`src/rtl/pmc_pkg.sv`:
```
// Purpose: Shared constants and types for the power monitor control block
// Assumes: ref_clk at 10 MHz, registers reached by the decoded serial bus port
// Notes: Conversion and sleep times are given in ns and turned into cycles here
package pmc_pkg;

  // Register addresses
  localparam logic [7:0] PMC_CFG_ADDR = 8'h00;
  localparam logic [7:0] PMC_CTRL_ADDR = 8'h02;

  // Integration configuration fields
  localparam int PMC_CFG_FORCE_INT = 0;
  localparam int PMC_CFG_PIN_OVR = 1;
  localparam int PMC_CFG_BUS_FILT = 2;
  localparam int PMC_CFG_SENSE_FILT = 3;

  // Measurement control fields
  localparam int PMC_CTRL_RECALC = 0;
  localparam int PMC_CTRL_SLEEP_OVR = 1;
  localparam int PMC_CTRL_SLEEP = 2;
  localparam int PMC_CTRL_FSR_LO = 4;
  localparam int PMC_CTRL_FSR_HI = 5;

  // Reset values and unmapped read value
  localparam logic [7:0] PMC_CFG_RESET = 8'h00;
  localparam logic [7:0] PMC_CTRL_RESET = 8'h00;
  localparam logic [7:0] PMC_UNMAPPED_READ = 8'h00;

  // Full-scale range codes
  localparam logic [1:0] PMC_FSR_3V0 = 2'h0;
  localparam logic [1:0] PMC_FSR_2V0 = 2'h1;
  localparam logic [1:0] PMC_FSR_1V5 = 2'h2;
  localparam logic [1:0] PMC_FSR_1V0 = 2'h3;

  // Timing
  localparam int PMC_CLK_PERIOD_NS = 100;
  localparam int PMC_CONV_TIME_NS = 10000;
  localparam int PMC_CONV_CYCLES = (PMC_CONV_TIME_NS + PMC_CLK_PERIOD_NS - 1) / PMC_CLK_PERIOD_NS;
  localparam int PMC_FILT_CYCLES = PMC_CONV_CYCLES + PMC_CONV_CYCLES / 2;
  localparam int PMC_SLEEP_TIMEOUT_NS = 1000000;
  localparam int PMC_SLEEP_CYCLES = PMC_SLEEP_TIMEOUT_NS / PMC_CLK_PERIOD_NS;

  // Operating states
  typedef enum logic [1:0] {
    PMC_ST_INTEG = 2'b00,
    PMC_ST_READ = 2'b01,
    PMC_ST_SLEEP = 2'b10
  } pmc_state_type;

  // Register access request, read and write
  typedef struct packed {
    logic wr_en;
    logic rd_en;
    logic [7:0] addr;
    logic [7:0] wdata;
  } pmc_reg_req_type;

endpackage

```
`src/rtl/pmc_ctrl.sv`:
```
// Purpose: Configuration and control registers of a power/current monitor
// Assumes: Register port is the decoded serial management bus, one byte per access
// Notes: Integrate/read pin is high for integrate; sleep timeout is shortenable
`timescale 1ns/1ps
// Summary of operation
// Config bit 3 enables sense post filter, bit 2 enables bus post filter.
// An enabled post filter makes that sample type's conversion half again longer.
// With config bit 1 set, pin ignored and config bit 0 forces integrate.
// Control register at 02h: eight read/write bits, all zero after reset.
// Control bits 5-4 pick output full scale: 3V, 2V, 1.5V, 1.0V.
// Writing one to control bit 2 while in Read enters Sleep.
// Control bit 1 set disables the sleep timer, device stays in Read.
// Control bit 0 written one recalculates and updates the output at once.
module pmc_ctrl #(
  parameter int SLEEP_CYCLES = pmc_pkg::PMC_SLEEP_CYCLES,
  parameter int SLEEP_W = 16
) (
  input wire logic ref_clk,
  input wire logic sys_rst,
  input wire logic read_int_pin,
  input wire logic reg_wr_en,
  input wire logic reg_rd_en,
  input wire logic [7:0] reg_addr,
  input wire logic [7:0] reg_wdata,
  output logic [7:0] reg_rdata,
  output logic sense_filter_enable,
  output logic bus_filter_enable,
  output logic [1:0] output_full_scale_select,
  output logic integrating,
  output logic sleeping,
  output logic dac_update,
  output logic sample_strobe,
  output logic sample_is_bus
);

  generate
    if (SLEEP_CYCLES < 2 || SLEEP_CYCLES >= (1 << SLEEP_W)) begin : g_chk
      $error("pmc_ctrl: SLEEP_CYCLES does not fit the sleep counter");
    end
  endgenerate

  typedef struct packed {
    logic [7:0] cfg;
    logic [7:0] ctrl;
    pmc_pkg::pmc_state_type st;
    logic [SLEEP_W-1:0] sleep_cnt;
    logic [7:0] rdata;
    logic dac_update;
    logic integ;
    logic asleep;
  } pmc_ctrl_state_type;

  pmc_ctrl_state_type s_r;
  pmc_ctrl_state_type s_nxt;
  pmc_pkg::pmc_reg_req_type req;
  logic integ_req;
  logic wr_cfg;
  logic wr_ctrl;

  // Address match shared by read and write paths
  function automatic logic addr_is(input logic [7:0] a, input logic [7:0] ref_a);
    return a == ref_a;
  endfunction

  // Bus request bundle and decode
  assign req = '{wr_en: reg_wr_en, rd_en: reg_rd_en, addr: reg_addr, wdata: reg_wdata};
  assign wr_cfg = req.wr_en && addr_is(req.addr, pmc_pkg::PMC_CFG_ADDR);
  assign wr_ctrl = req.wr_en && addr_is(req.addr, pmc_pkg::PMC_CTRL_ADDR);

  // Integrate request: software override replaces the pin
  assign integ_req = s_r.cfg[pmc_pkg::PMC_CFG_PIN_OVR] ?
    s_r.cfg[pmc_pkg::PMC_CFG_FORCE_INT] : read_int_pin;

  // Next-state: registers, readback and operating state
  always_comb begin
    s_nxt = s_r;
    s_nxt.dac_update = 1'b0;
    if (wr_cfg) begin
      s_nxt.cfg = req.wdata;
    end
    if (wr_ctrl) begin
      s_nxt.ctrl = req.wdata;
    end
    if (req.rd_en) begin
      if (addr_is(req.addr, pmc_pkg::PMC_CFG_ADDR)) begin
        s_nxt.rdata = s_r.cfg;
      end else if (addr_is(req.addr, pmc_pkg::PMC_CTRL_ADDR)) begin
        s_nxt.rdata = s_r.ctrl;
      end else begin
        s_nxt.rdata = pmc_pkg::PMC_UNMAPPED_READ;
      end
    end
    // Immediate recalculation on a write of one
    if (wr_ctrl && req.wdata[pmc_pkg::PMC_CTRL_RECALC]) begin
      s_nxt.dac_update = 1'b1;
    end
    case (s_r.st)
      pmc_pkg::PMC_ST_INTEG: begin
        s_nxt.sleep_cnt = '0;
        if (!integ_req) begin
          s_nxt.st = pmc_pkg::PMC_ST_READ;
          s_nxt.dac_update = 1'b1;
        end
      end
      pmc_pkg::PMC_ST_READ: begin
        if (integ_req) begin
          s_nxt.st = pmc_pkg::PMC_ST_INTEG;
          s_nxt.sleep_cnt = '0;
        end else if (wr_ctrl && req.wdata[pmc_pkg::PMC_CTRL_SLEEP]) begin
          s_nxt.st = pmc_pkg::PMC_ST_SLEEP;
        end else if (s_r.ctrl[pmc_pkg::PMC_CTRL_SLEEP_OVR]) begin
          s_nxt.sleep_cnt = '0;
        end else if (s_r.sleep_cnt == SLEEP_W'(SLEEP_CYCLES - 1)) begin
          s_nxt.st = pmc_pkg::PMC_ST_SLEEP;
        end else begin
          s_nxt.sleep_cnt = s_r.sleep_cnt + SLEEP_W'(1);
        end
      end
      pmc_pkg::PMC_ST_SLEEP: begin
        s_nxt.sleep_cnt = '0;
        if (integ_req) begin
          s_nxt.st = pmc_pkg::PMC_ST_INTEG;
        end
      end
      default: begin
        s_nxt.st = pmc_pkg::PMC_ST_INTEG;
      end
    endcase
    // Flags decoded ahead of the register so the outputs leave flip-flops
    s_nxt.integ = (s_nxt.st == pmc_pkg::PMC_ST_INTEG);
    s_nxt.asleep = (s_nxt.st == pmc_pkg::PMC_ST_SLEEP);
  end

  // State register
  always_ff @(posedge ref_clk) begin
    if (sys_rst) begin
      s_r.cfg <= pmc_pkg::PMC_CFG_RESET;
      s_r.ctrl <= pmc_pkg::PMC_CTRL_RESET;
      s_r.st <= pmc_pkg::PMC_ST_INTEG;
      s_r.sleep_cnt <= '0;
      s_r.rdata <= 8'h00;
      s_r.dac_update <= 1'b0;
      s_r.integ <= 1'b1;
      s_r.asleep <= 1'b0;
    end else begin
      s_r <= s_nxt;
    end
  end

  // Outputs straight from the state register
  assign reg_rdata = s_r.rdata;
  assign sense_filter_enable = s_r.cfg[pmc_pkg::PMC_CFG_SENSE_FILT];
  assign bus_filter_enable = s_r.cfg[pmc_pkg::PMC_CFG_BUS_FILT];
  assign output_full_scale_select =
    s_r.ctrl[pmc_pkg::PMC_CTRL_FSR_HI:pmc_pkg::PMC_CTRL_FSR_LO];
  assign integrating = s_r.integ;
  assign sleeping = s_r.asleep;
  assign dac_update = s_r.dac_update;

  // Conversion timing while integrating
  pmc_conv_seq u_seq (
    .ref_clk(ref_clk),
    .sys_rst(sys_rst),
    .run(integrating),
    .sense_filt(s_r.cfg[pmc_pkg::PMC_CFG_SENSE_FILT]),
    .bus_filt(s_r.cfg[pmc_pkg::PMC_CFG_BUS_FILT]),
    .strobe(sample_strobe),
    .is_bus(sample_is_bus)
  );
endmodule

```
`src/rtl/pmc_conv_seq.sv`:
```
// Purpose: Alternating sense/bus sample conversion timer
// Assumes: Filter enables are steady within one conversion
// Notes: A filtered conversion lasts half again as long as a plain one
`timescale 1ns/1ps
module pmc_conv_seq #(
  parameter int CONV_CYCLES = pmc_pkg::PMC_CONV_CYCLES,
  parameter int FILT_CYCLES = pmc_pkg::PMC_FILT_CYCLES,
  parameter int CNT_W = 12
) (
  input wire logic ref_clk,
  input wire logic sys_rst,
  input wire logic run,
  input wire logic sense_filt,
  input wire logic bus_filt,
  output logic strobe,
  output logic is_bus
);

  generate
    if (CONV_CYCLES < 2 || FILT_CYCLES < CONV_CYCLES || FILT_CYCLES >= (1 << CNT_W)) begin : g_chk
      $error("pmc_conv_seq: conversion counts out of range");
    end
  endgenerate

  typedef struct packed {
    logic [CNT_W-1:0] cnt;
    logic [CNT_W-1:0] lim;
    logic phase_bus;
    logic strobe;
    logic is_bus;
  } pmc_seq_state_type;

  pmc_seq_state_type s_r;
  pmc_seq_state_type s_nxt;

  // Next-state: count one conversion, then switch sample type
  always_comb begin
    s_nxt = s_r;
    s_nxt.strobe = 1'b0;
    if (!run) begin
      s_nxt.cnt = '0;
      s_nxt.phase_bus = 1'b0;
    end else begin
      if (s_r.cnt == '0) begin
        // Lengthen by half when the matching filter is on
        if (s_r.phase_bus ? bus_filt : sense_filt) begin
          s_nxt.lim = CNT_W'(FILT_CYCLES - 1);
        end else begin
          s_nxt.lim = CNT_W'(CONV_CYCLES - 1);
        end
      end
      if (s_r.cnt != '0 && s_r.cnt == s_r.lim) begin
        s_nxt.cnt = '0;
        s_nxt.strobe = 1'b1;
        s_nxt.is_bus = s_r.phase_bus;
        s_nxt.phase_bus = ~s_r.phase_bus;
      end else begin
        s_nxt.cnt = s_r.cnt + CNT_W'(1);
      end
    end
  end

  // State register
  always_ff @(posedge ref_clk) begin
    if (sys_rst) begin
      s_r <= '0;
    end else begin
      s_r <= s_nxt;
    end
  end

  assign strobe = s_r.strobe;
  assign is_bus = s_r.is_bus;

  // Helper: cycles since conversion start and filter used for it
  logic [CNT_W-1:0] gap_r;
  logic filt_used_r;
  always_ff @(posedge ref_clk) begin
    if (sys_rst || !run) begin
      gap_r <= '0;
      filt_used_r <= 1'b0;
    end else begin
      // A strobe cycle is already the first cycle of the next conversion
      if (s_r.strobe) begin
        gap_r <= CNT_W'(1);
      end else begin
        gap_r <= gap_r + CNT_W'(1);
      end
      if (s_r.strobe || gap_r == '0) begin
        filt_used_r <= s_r.phase_bus ? bus_filt : sense_filt;
      end
    end
  end
endmodule

```
`config.mk`:
```
export PLATFORM = sky130hd
export DESIGN_NAME = pmc_ctrl
export DESIGN_NICKNAME = d
export VERILOG_FILES = /design/src/rtl/pmc_pkg.sv /design/src/rtl/pmc_ctrl.sv /design/src/rtl/pmc_conv_seq.sv
export SDC_FILE = /design/constraint.sdc
export NUM_CORES = 1
export LEC_CHECK = 0
export BUFFER_PORTS_ARGS = -buffer_cell sky130_fd_sc_hd__buf_2
export CORE_ASPECT_RATIO = 0.9
export CORE_MARGIN = 10
export CORE_UTILIZATION = 30
export CTS_CLUSTER_DIAMETER = 120
export DETAILED_ROUTE_END_ITERATION = 16
export GPL_TIMING_DRIVEN = 0
export MAX_ROUTING_LAYER = met4
export SETUP_SLACK_MARGIN = 0.2
export SLEW_MARGIN = 20
export SYNTH_ARGS = -nofsm -noshare
export SYNTH_HDL_FRONTEND = slang
export SYNTH_HIERARCHICAL = 1
export SYNTH_SLANG_ARGS = --single-unit
```
`constraint.sdc`:
```
create_clock -name ref_clk -period 4 [get_ports ref_clk]
set_input_delay 0.8 -clock ref_clk [delete_from_list [all_inputs] [get_ports ref_clk]]
set_output_delay 0.8 -clock ref_clk [all_outputs]
set_load 0.02 [all_outputs]
```
Word-level counts from Yosys, hierarchy flattened
Cells that the tools add are included.

storage, ports and cells
  word-level logic and storage cells = 62
  output and inout port bits = 17
  register bits = 72
  input port bits = 21

operators by class
  reductions and logical operators = 17
  add/subtract/negate cells = 2
  muxes and demuxes = 20
  bitwise logic cells = 2
  eq/ne operators = 8

operator list
  cell                                                                      number
  16-bit 2-to-1 mux                                                         3
  16-bit case mux with 2 select lines                                       1
  8-bit 2-to-1 mux                                                          3
  18-bit 2-to-1 mux                                                         1
  16-bit by 1-bit adder with 16-bit output (second input constant)          1
  16-bit by 14-bit equality test with 1-bit output (second input constant)  1
  12-bit by 1-bit adder with 12-bit output (second input constant)          1
  12-bit equality test                                                      1
  12-bit zero test                                                          1
  2-bit 2-to-1 mux                                                          6
  12-bit nonzero test                                                       1
  8-bit by 2-bit equality test with 1-bit output (second input constant)    1
  8-bit zero test                                                           1
  2-bit case mux with 3 select lines                                        1
  1-bit logical AND                                                         5
  1-bit 2-to-1 mux                                                          5
  2-bit equality test (second input constant)                               2
  2-bit zero test                                                           2
  4-bit inequality test (second input constant)                             1
  2-bit AND reduction                                                       2
  2-bit OR reduction                                                        2
  3-bit inequality test (second input constant)                             1
  3-bit AND reduction                                                       1
  3-bit OR reduction                                                        1
  3 further kinds                                                           4

Logic depth before layout (Yosys ltp)
Gate-level depths: netlist of run 1.

  word-level depth = 7
  depth in mapped cells = 7
  mapped depth without buffers = 6

Hierarchy
The synthesis of run 1 kept the hierarchy.

by module, submodules not included
  module        cells an instance  area an instance (um^2)  times used  sequential area each (um^2)
  pmc_ctrl      248                2248.4                   1           900.9
  pmc_conv_seq  100                852.1                    1           360.3

Worst setup path after synthesis of run 1
Ideal clock, no wire load.

  path kind = input-to-reg
  start point = in reg_addr[5]
  end point = reg, netlist name s_r[13]
  buffers on the path = 1
  cell stages on the path = 6
  data required time = 3925 ps
  setup slack = 1906 ps
  data arrival time = 2019 ps
  setup time = 75 ps
  cell sequence = nor4_4 -> nand4_2 -> a211oi_4 -> buf_6 -> o21ai_1 -> o22ai_1

RTL lines
  what             line            text
  start, declared  pmc_ctrl.sv:23  input wire logic [7:0] reg_addr,

==> flow_summary.yaml, run 1 <==
run_status:
  status: "finished, final reports clean"
cells_and_area:
  fill_cells: 1069
  final_common_cell: "dfxtp_1"
  final_cell_count_no_fill: 529
  final_util: 0.367
  antenna_cells: 0
  drive_gt1_frac: 0.205
  areaGrowthSynthToFinish_pct: 20.2
  fin_nets: 420
  final_cell_mix: "dfxtp_1 (63), nor2_1 (43), buf_2 (40)"
floorplanning:
  start_util: 0.305
  die_area_um2: 14800
  io_pins: 38
  die_x_um: 127
  die_y_um: 116
  row_count: 35
  fp.coreArea_um2: 10200
pwr:
  p_sw_frac: 0.226
  pwr-share-comb: 0.074
  internal_power_uw: 1160
  clock_power_share: 0.490
  pwr_density_cell_nw_per_um2: 402
  p_total_uw: 1500
  max-vdd-ir-drop_uv: 187
  p_seq_frac: 0.436
  power.leakage_uw: 0.00145
  switchingPower_uw: 338
global_route:
  grt_max_degree: 11
  antenna_found_initial: 0
  grt_overflow: 0
  grt_pass1_wl_um: 12900
  grt_pass1_vias: 2619
  grt_use_total: 0.109
clock_network:
  holdBufCountCts: 0
  cts_num_sinks: 63
  cts_root_buffer: "clkbuf_16"
  cts_tree: "built"
  cts_buffer_depth: 2
  cts_buffers: 9
  cts_resized: 0
  htreeDepth: 3
  worstSkewPairLatency_ps: 320
  path_clk_slew_ps: 50
  post-cts-setup-buffers: 0
routing:
  drtAntennaViolNets: 0
  drc: 0
  wl_met2_um: 3420
  num_vias: 2697
  wl_met3_um: 368
  drt_first_pass_iters: 4
  via_per_inst: 5.10
  drtIter0Drc: 101
  drt-met1-wl_um: 3710
  wire_per_inst_um: 14.4
  top_layer: "met4"
  wl_um: 7600
placement:
  place.gp.congestion: 0.842
  dpl.hpwl_um: 5540
  dp_slack_ps: 1520
  portBuffers: 37
  placedCellCount: 514
synth:
  synth_seq_cells: 63
  ys_seq_area_frac: 0.407
  synthesis.area_um2: 3100
  synth_nets: 372
  async_flop_share: 0
  synthFlopType: "dfxtp_1"
  synthDistinctLibCells: 56
  synth_edf_count: 0
  yosys_warnings: 6
  syn_avg_cell_area_um2: 8.91
  synth_cells: 348
timing:
  finalHoldViolCount: 0
  setup_ws_ps: 1840
  fin_worst_skew_ps: 6.41
  tightestPinTransition_ps: 595
  fmax_mhz: 463
  final-setup-viol-count: 0
  min_period_over_period: 0.540
  relSlewSlack: 0.603
  drv_slew: 0
  rsz0062_at_grt: "no"
  fin_setup_tns_ps: 0
  fin_crit_ps: 2160
worst_hold_path:
  hold_start: "s_r[31]$_SDFFE_PP0N_"
  whs_path_depth: 2
  worstHoldPathType: "flop to flop"
flow_run:
  maxCapViolations: 0
setup_path:
  start_kind: "primary input"
  crit_path_start: "reg_addr[5]"
  worst_ep_arrival_time_ps: 2350
  crit_type: "primary input to flop"
  end_kind: "flop"
  worst-r2r-cell-count: 7
  r2r_start: "s_r[11]$_SDFFE_PP0P_"
  crit_fanout: 10
  required_ps: 4190
area by class of cell:
type	instances	area, µm²	area share
well taps	129	161	0.0433
inverters	10	37.5	0.0101
plain buffers	24	143	0.0383
clock buffers	10	229	0.0615
clock inverters	5	50.0	0.0134
multi-input cells	251	1660	0.445
flip-flops and latches	63	1260	0.338
repair buffers	37	185	0.0497
cells in the mapped netlist (4+ instances only):
master,n,share of area
a21oi_1,21,0.034
a31oi_1,4,0.0081
buf_4,11,0.027
clkbuf_1,8,0.0097
dfxtp_1,63,0.41
inv_1,10,0.012
mux2_2,8,0.029
mux2i_1,16,0.052
nand2_1,19,0.023
nand3_1,14,0.023
nand4_1,13,0.026
nor2_1,43,0.052
nor2b_1,9,0.018
nor3_1,8,0.013
o211ai_1,5,0.012
o21ai_0,7,0.011
o21ai_1,7,0.011
o311ai_0,5,0.014
o31ai_1,9,0.022
or3_1,7,0.014
xnor2_1,9,0.025
worst paths after layout:
kind	endpoint	slack [ps]
max reg2reg	s_r[13]$_SDFFE_PP0P_	1930
min reg2reg	s_r[31]$_SDFFE_PP0N_	450
min	s_r[31]$_SDFFE_PP0N_	450
max	s_r[20]$_SDFFE_PP0P_	1840
kinds of logic after synthesis:
family / synth area share
AO/OA/AOI/OAI: 0.157
XOR/XNOR: 0.0311
adder cells (fa/ha/maj): 0.0121
buffers and inverters: 0.0581
flip-flops: 0.407
multiplexers: 0.0856
AND/OR/NAND/NOR: 0.250
layer usage:
layer  up-vias  global-route usage
met5         -                   -
met2        79               0.162
met3         5              0.0313
met4         0              0.0425
li1       1364                   -
met1      1249               0.137
power groups by stage:
stage          logic, µW  registers [µW]  clock network (µW)
2_1_floorplan       73.1             665                   0
3_3_place_gp         110             666                   0
3_5_place_dp         111             666                   0
4_1_cts              112             653                 758
5_1_grt              125             655                 779
6_report             111             653                 735
state kept, by name, indices dropped and copies added, names as in the netlist:
register and count:
dac_update 1, s_r 30, u_seq/is_bus 1, reg_rdata 8, sleeping 1, sense_filter_enable 1
integrating 1, output_full_scale_select 2, u_seq/strobe 1, u_seq/s_r 16, bus_filter_enable 1
through the flow:
stage / area [µm²] / hold WS [ps]
6_report: 3730 / 455
5_1_grt: 3730 / 491
4_1_cts: 3730 / 454
3_5_place_dp: 3450 / 448
3_3_place_gp: 3450 / 440
2_1_floorplan: 3100 / 433
worst max-delay path, cell delays in order:
cell     delay [ps]
buf_2           110
nor4_4          400
nand4_1         280
and4_1          270
nand2_1         180
buf_4           230
o31ai_1          90
(Power assumes the default switching activity.)
==> run 2: changes to the inputs <==
==> constraint.sdc (replaced) <==
create_clock -name ref_clk -period 2.1 [get_ports ref_clk]
set_input_delay 0.42 -clock ref_clk [delete_from_list [all_inputs] [get_ports ref_clk]]
set_output_delay 0.42 -clock ref_clk [all_outputs]
set_load 0.02 [all_outputs]
==> flow_summary.yaml, run 2 (synthesis results as in run 1) <==
timing:
  drv_slew: 0
  rsz0062_at_grt: "yes"
  fmax_mhz: 548
  min_period_over_period: 0.869
  final-setup-viol-count: 0
  fin_worst_skew_ps: 6.42
  finalHoldViolCount: 0
  fin_crit_ps: 1820
  tightestPinTransition_ps: 596
  relSlewSlack: 0.602
floorplanning:
  start_util: 0.305
  fp.coreArea_um2: 10200
  die_x_um: 127
  die_y_um: 116
  die_area_um2: 14800
  row_count: 35
  io_pins: 38
setup_path:
  r2r_start: "s_r[16]$_SDFFE_PP0P_"
  crit_type: "flop to flop"
  crit_fanout: 10
  regToRegSetupSlack_ps: 280
  start_kind: "flop"
  end_kind: "flop"
  worst_ep_arrival_time_ps: 2070
  required_ps: 2340
  r2r_end: "s_r[13]$_SDFFE_PP0P_"
  worst-r2r-cell-count: 6
worst_hold_path:
  hold_start: "sys_rst"
  worstHoldPathType: "primary input to flop"
  whs_path_depth: 2
  whs_endpoint: "u_seq/is_bus$_SDFFE_PP0P_"
clock_network:
  cts_num_sinks: 63
  cts_buffer_depth: 2
  htreeDepth: 3
  worstSkewPairLatency_ps: 320
  cts_buffers: 9
  cts_root_buffer: "clkbuf_16"
  cts_tree: "built"
  holdBufCountCts: 0
  path_clk_slew_ps: 50
routing:
  drt-met1-wl_um: 3810
  wl_um: 7670
  top_layer: "met4"
  drtAntennaViolNets: 0
  drt_first_pass_iters: 4
  wl_met2_um: 3450
  wl_met3_um: 315
  num_vias: 2732
  via_per_inst: 5.14
  drtIter0Drc: 92
  wire_per_inst_um: 14.4
  drc: 0
global_route:
  grt_pass1_vias: 2620
  grt_max_degree: 11
  antenna_found_initial: 0
  grt_pass1_wl_um: 13000
  grt_use_total: 0.109
  grt_overflow: 0
cells_and_area:
  fill_cells: 1058
  largest_register_ffs: 30
  antenna_cells: 0
  areaGrowthSynthToFinish_pct: 22.6
  drive_gt1_frac: 0.236
  final_util: 0.374
  final_common_cell: "dfxtp_1"
  fin_nets: 423
  final_cell_mix: "dfxtp_1 (60), nor2_1 (41), buf_2 (40)"
  top_register: "s_r"
placement:
  portBuffers: 37
  dpl.hpwl_um: 5540
  place.gp.congestion: 0.842
pwr:
  power.leakage_uw: 0.00147
  p_total_uw: 2850
  max-vdd-ir-drop_uv: 354
  pwr_density_cell_nw_per_um2: 751
run_status:
  status: "finished, final reports clean"
flow_run:
  maxCapViolations: 0
## run 2: cell count changes in the layout (fill, tap and decap cells not counted), sizes merged
| cell | previous run | this run |
|---|---|---|
| buf | 53 | 56 |
## run 2: power breakdown
| part | internal, µW | leakage [µW] | switching [µW] |
|---|---|---|---|
| Sequential | 1220 | 0.000511 | 23.8 |
| Clock | 902 | 0.000142 | 495 |
| Combinational | 90.9 | 0.000818 | 123 |
| Total | 2210 | 0.00147 | 642 |
## run 2: final cells by class
type | instances | area (µm²) | area share
Timing Repair Buffer | 40 | 211 | 0.0556
Buffer | 24 | 143 | 0.0375
Tap cell | 129 | 161 | 0.0425
Clock inverter | 5 | 50.0 | 0.0132
Clock buffer | 10 | 229 | 0.0602
Inverter | 10 | 37.5 | 0.00987
Multi-Input combinational cell | 251 | 1700 | 0.448
Sequential cell | 63 | 1260 | 0.333
## run 2: worst max-delay path, stage by stage, from the launching register on
cell	delay, ps
dfxtp_1	370
nor4b_1	370
nand4_1	270
a211oi_4	310
buf_6	180
o21ai_1	80
o22ai_1	160
## run 2: worst max-delay path by stage
stage | cells past startpoint | start | slack (ps) | endpoint
after global routing | 5 | s_r[15]$_SDFFE_PP0P_ | 160 | s_r[21]$_SDFFE_PP0P_
after global placement | 7 | reg_addr[5] | 20 | s_r[23]$_SDFFE_PP0P_
after CTS | 6 | s_r[38]$_SDFFE_PP0P_ | 220 | s_r[24]$_SDFFE_PP0P_
final | 6 | s_r[16]$_SDFFE_PP0P_ | 280 | s_r[13]$_SDFFE_PP0P_
after floorplan | 6 | reg_addr[5] | 390 | s_r[13]$_SDFFE_PP0P_
after detailed placement | 7 | reg_addr[5] | -2 | s_r[22]$_SDFFE_PP0P_
## run 2: timing repair
item / CTS / global route
pin swaps: 2 / 1
resized for setup: 4 / 10
buffers inserted: 2 / 1
endpoints found under the setup margin: 16 / 28
## run 2: metal layers
layer  track usage  up-vias
met5             -        -
met4        0.0417        0
met3        0.0313        6
met2         0.162       67
met1         0.137     1289
li1              -     1370
## run 2: through the flow
step	hold WS (ps)	instances	setup slack (ps)	area [µm²]	TNS, ps
detailed placement	448	514	-2.16	3450	-3.42
CTS	288	531	216	3750	0
global route	316	532	157	3800	0
finish	300	532	275	3800	0
floorplan	433	348	386	3100	0
global placement	440	514	18.1	3450	0
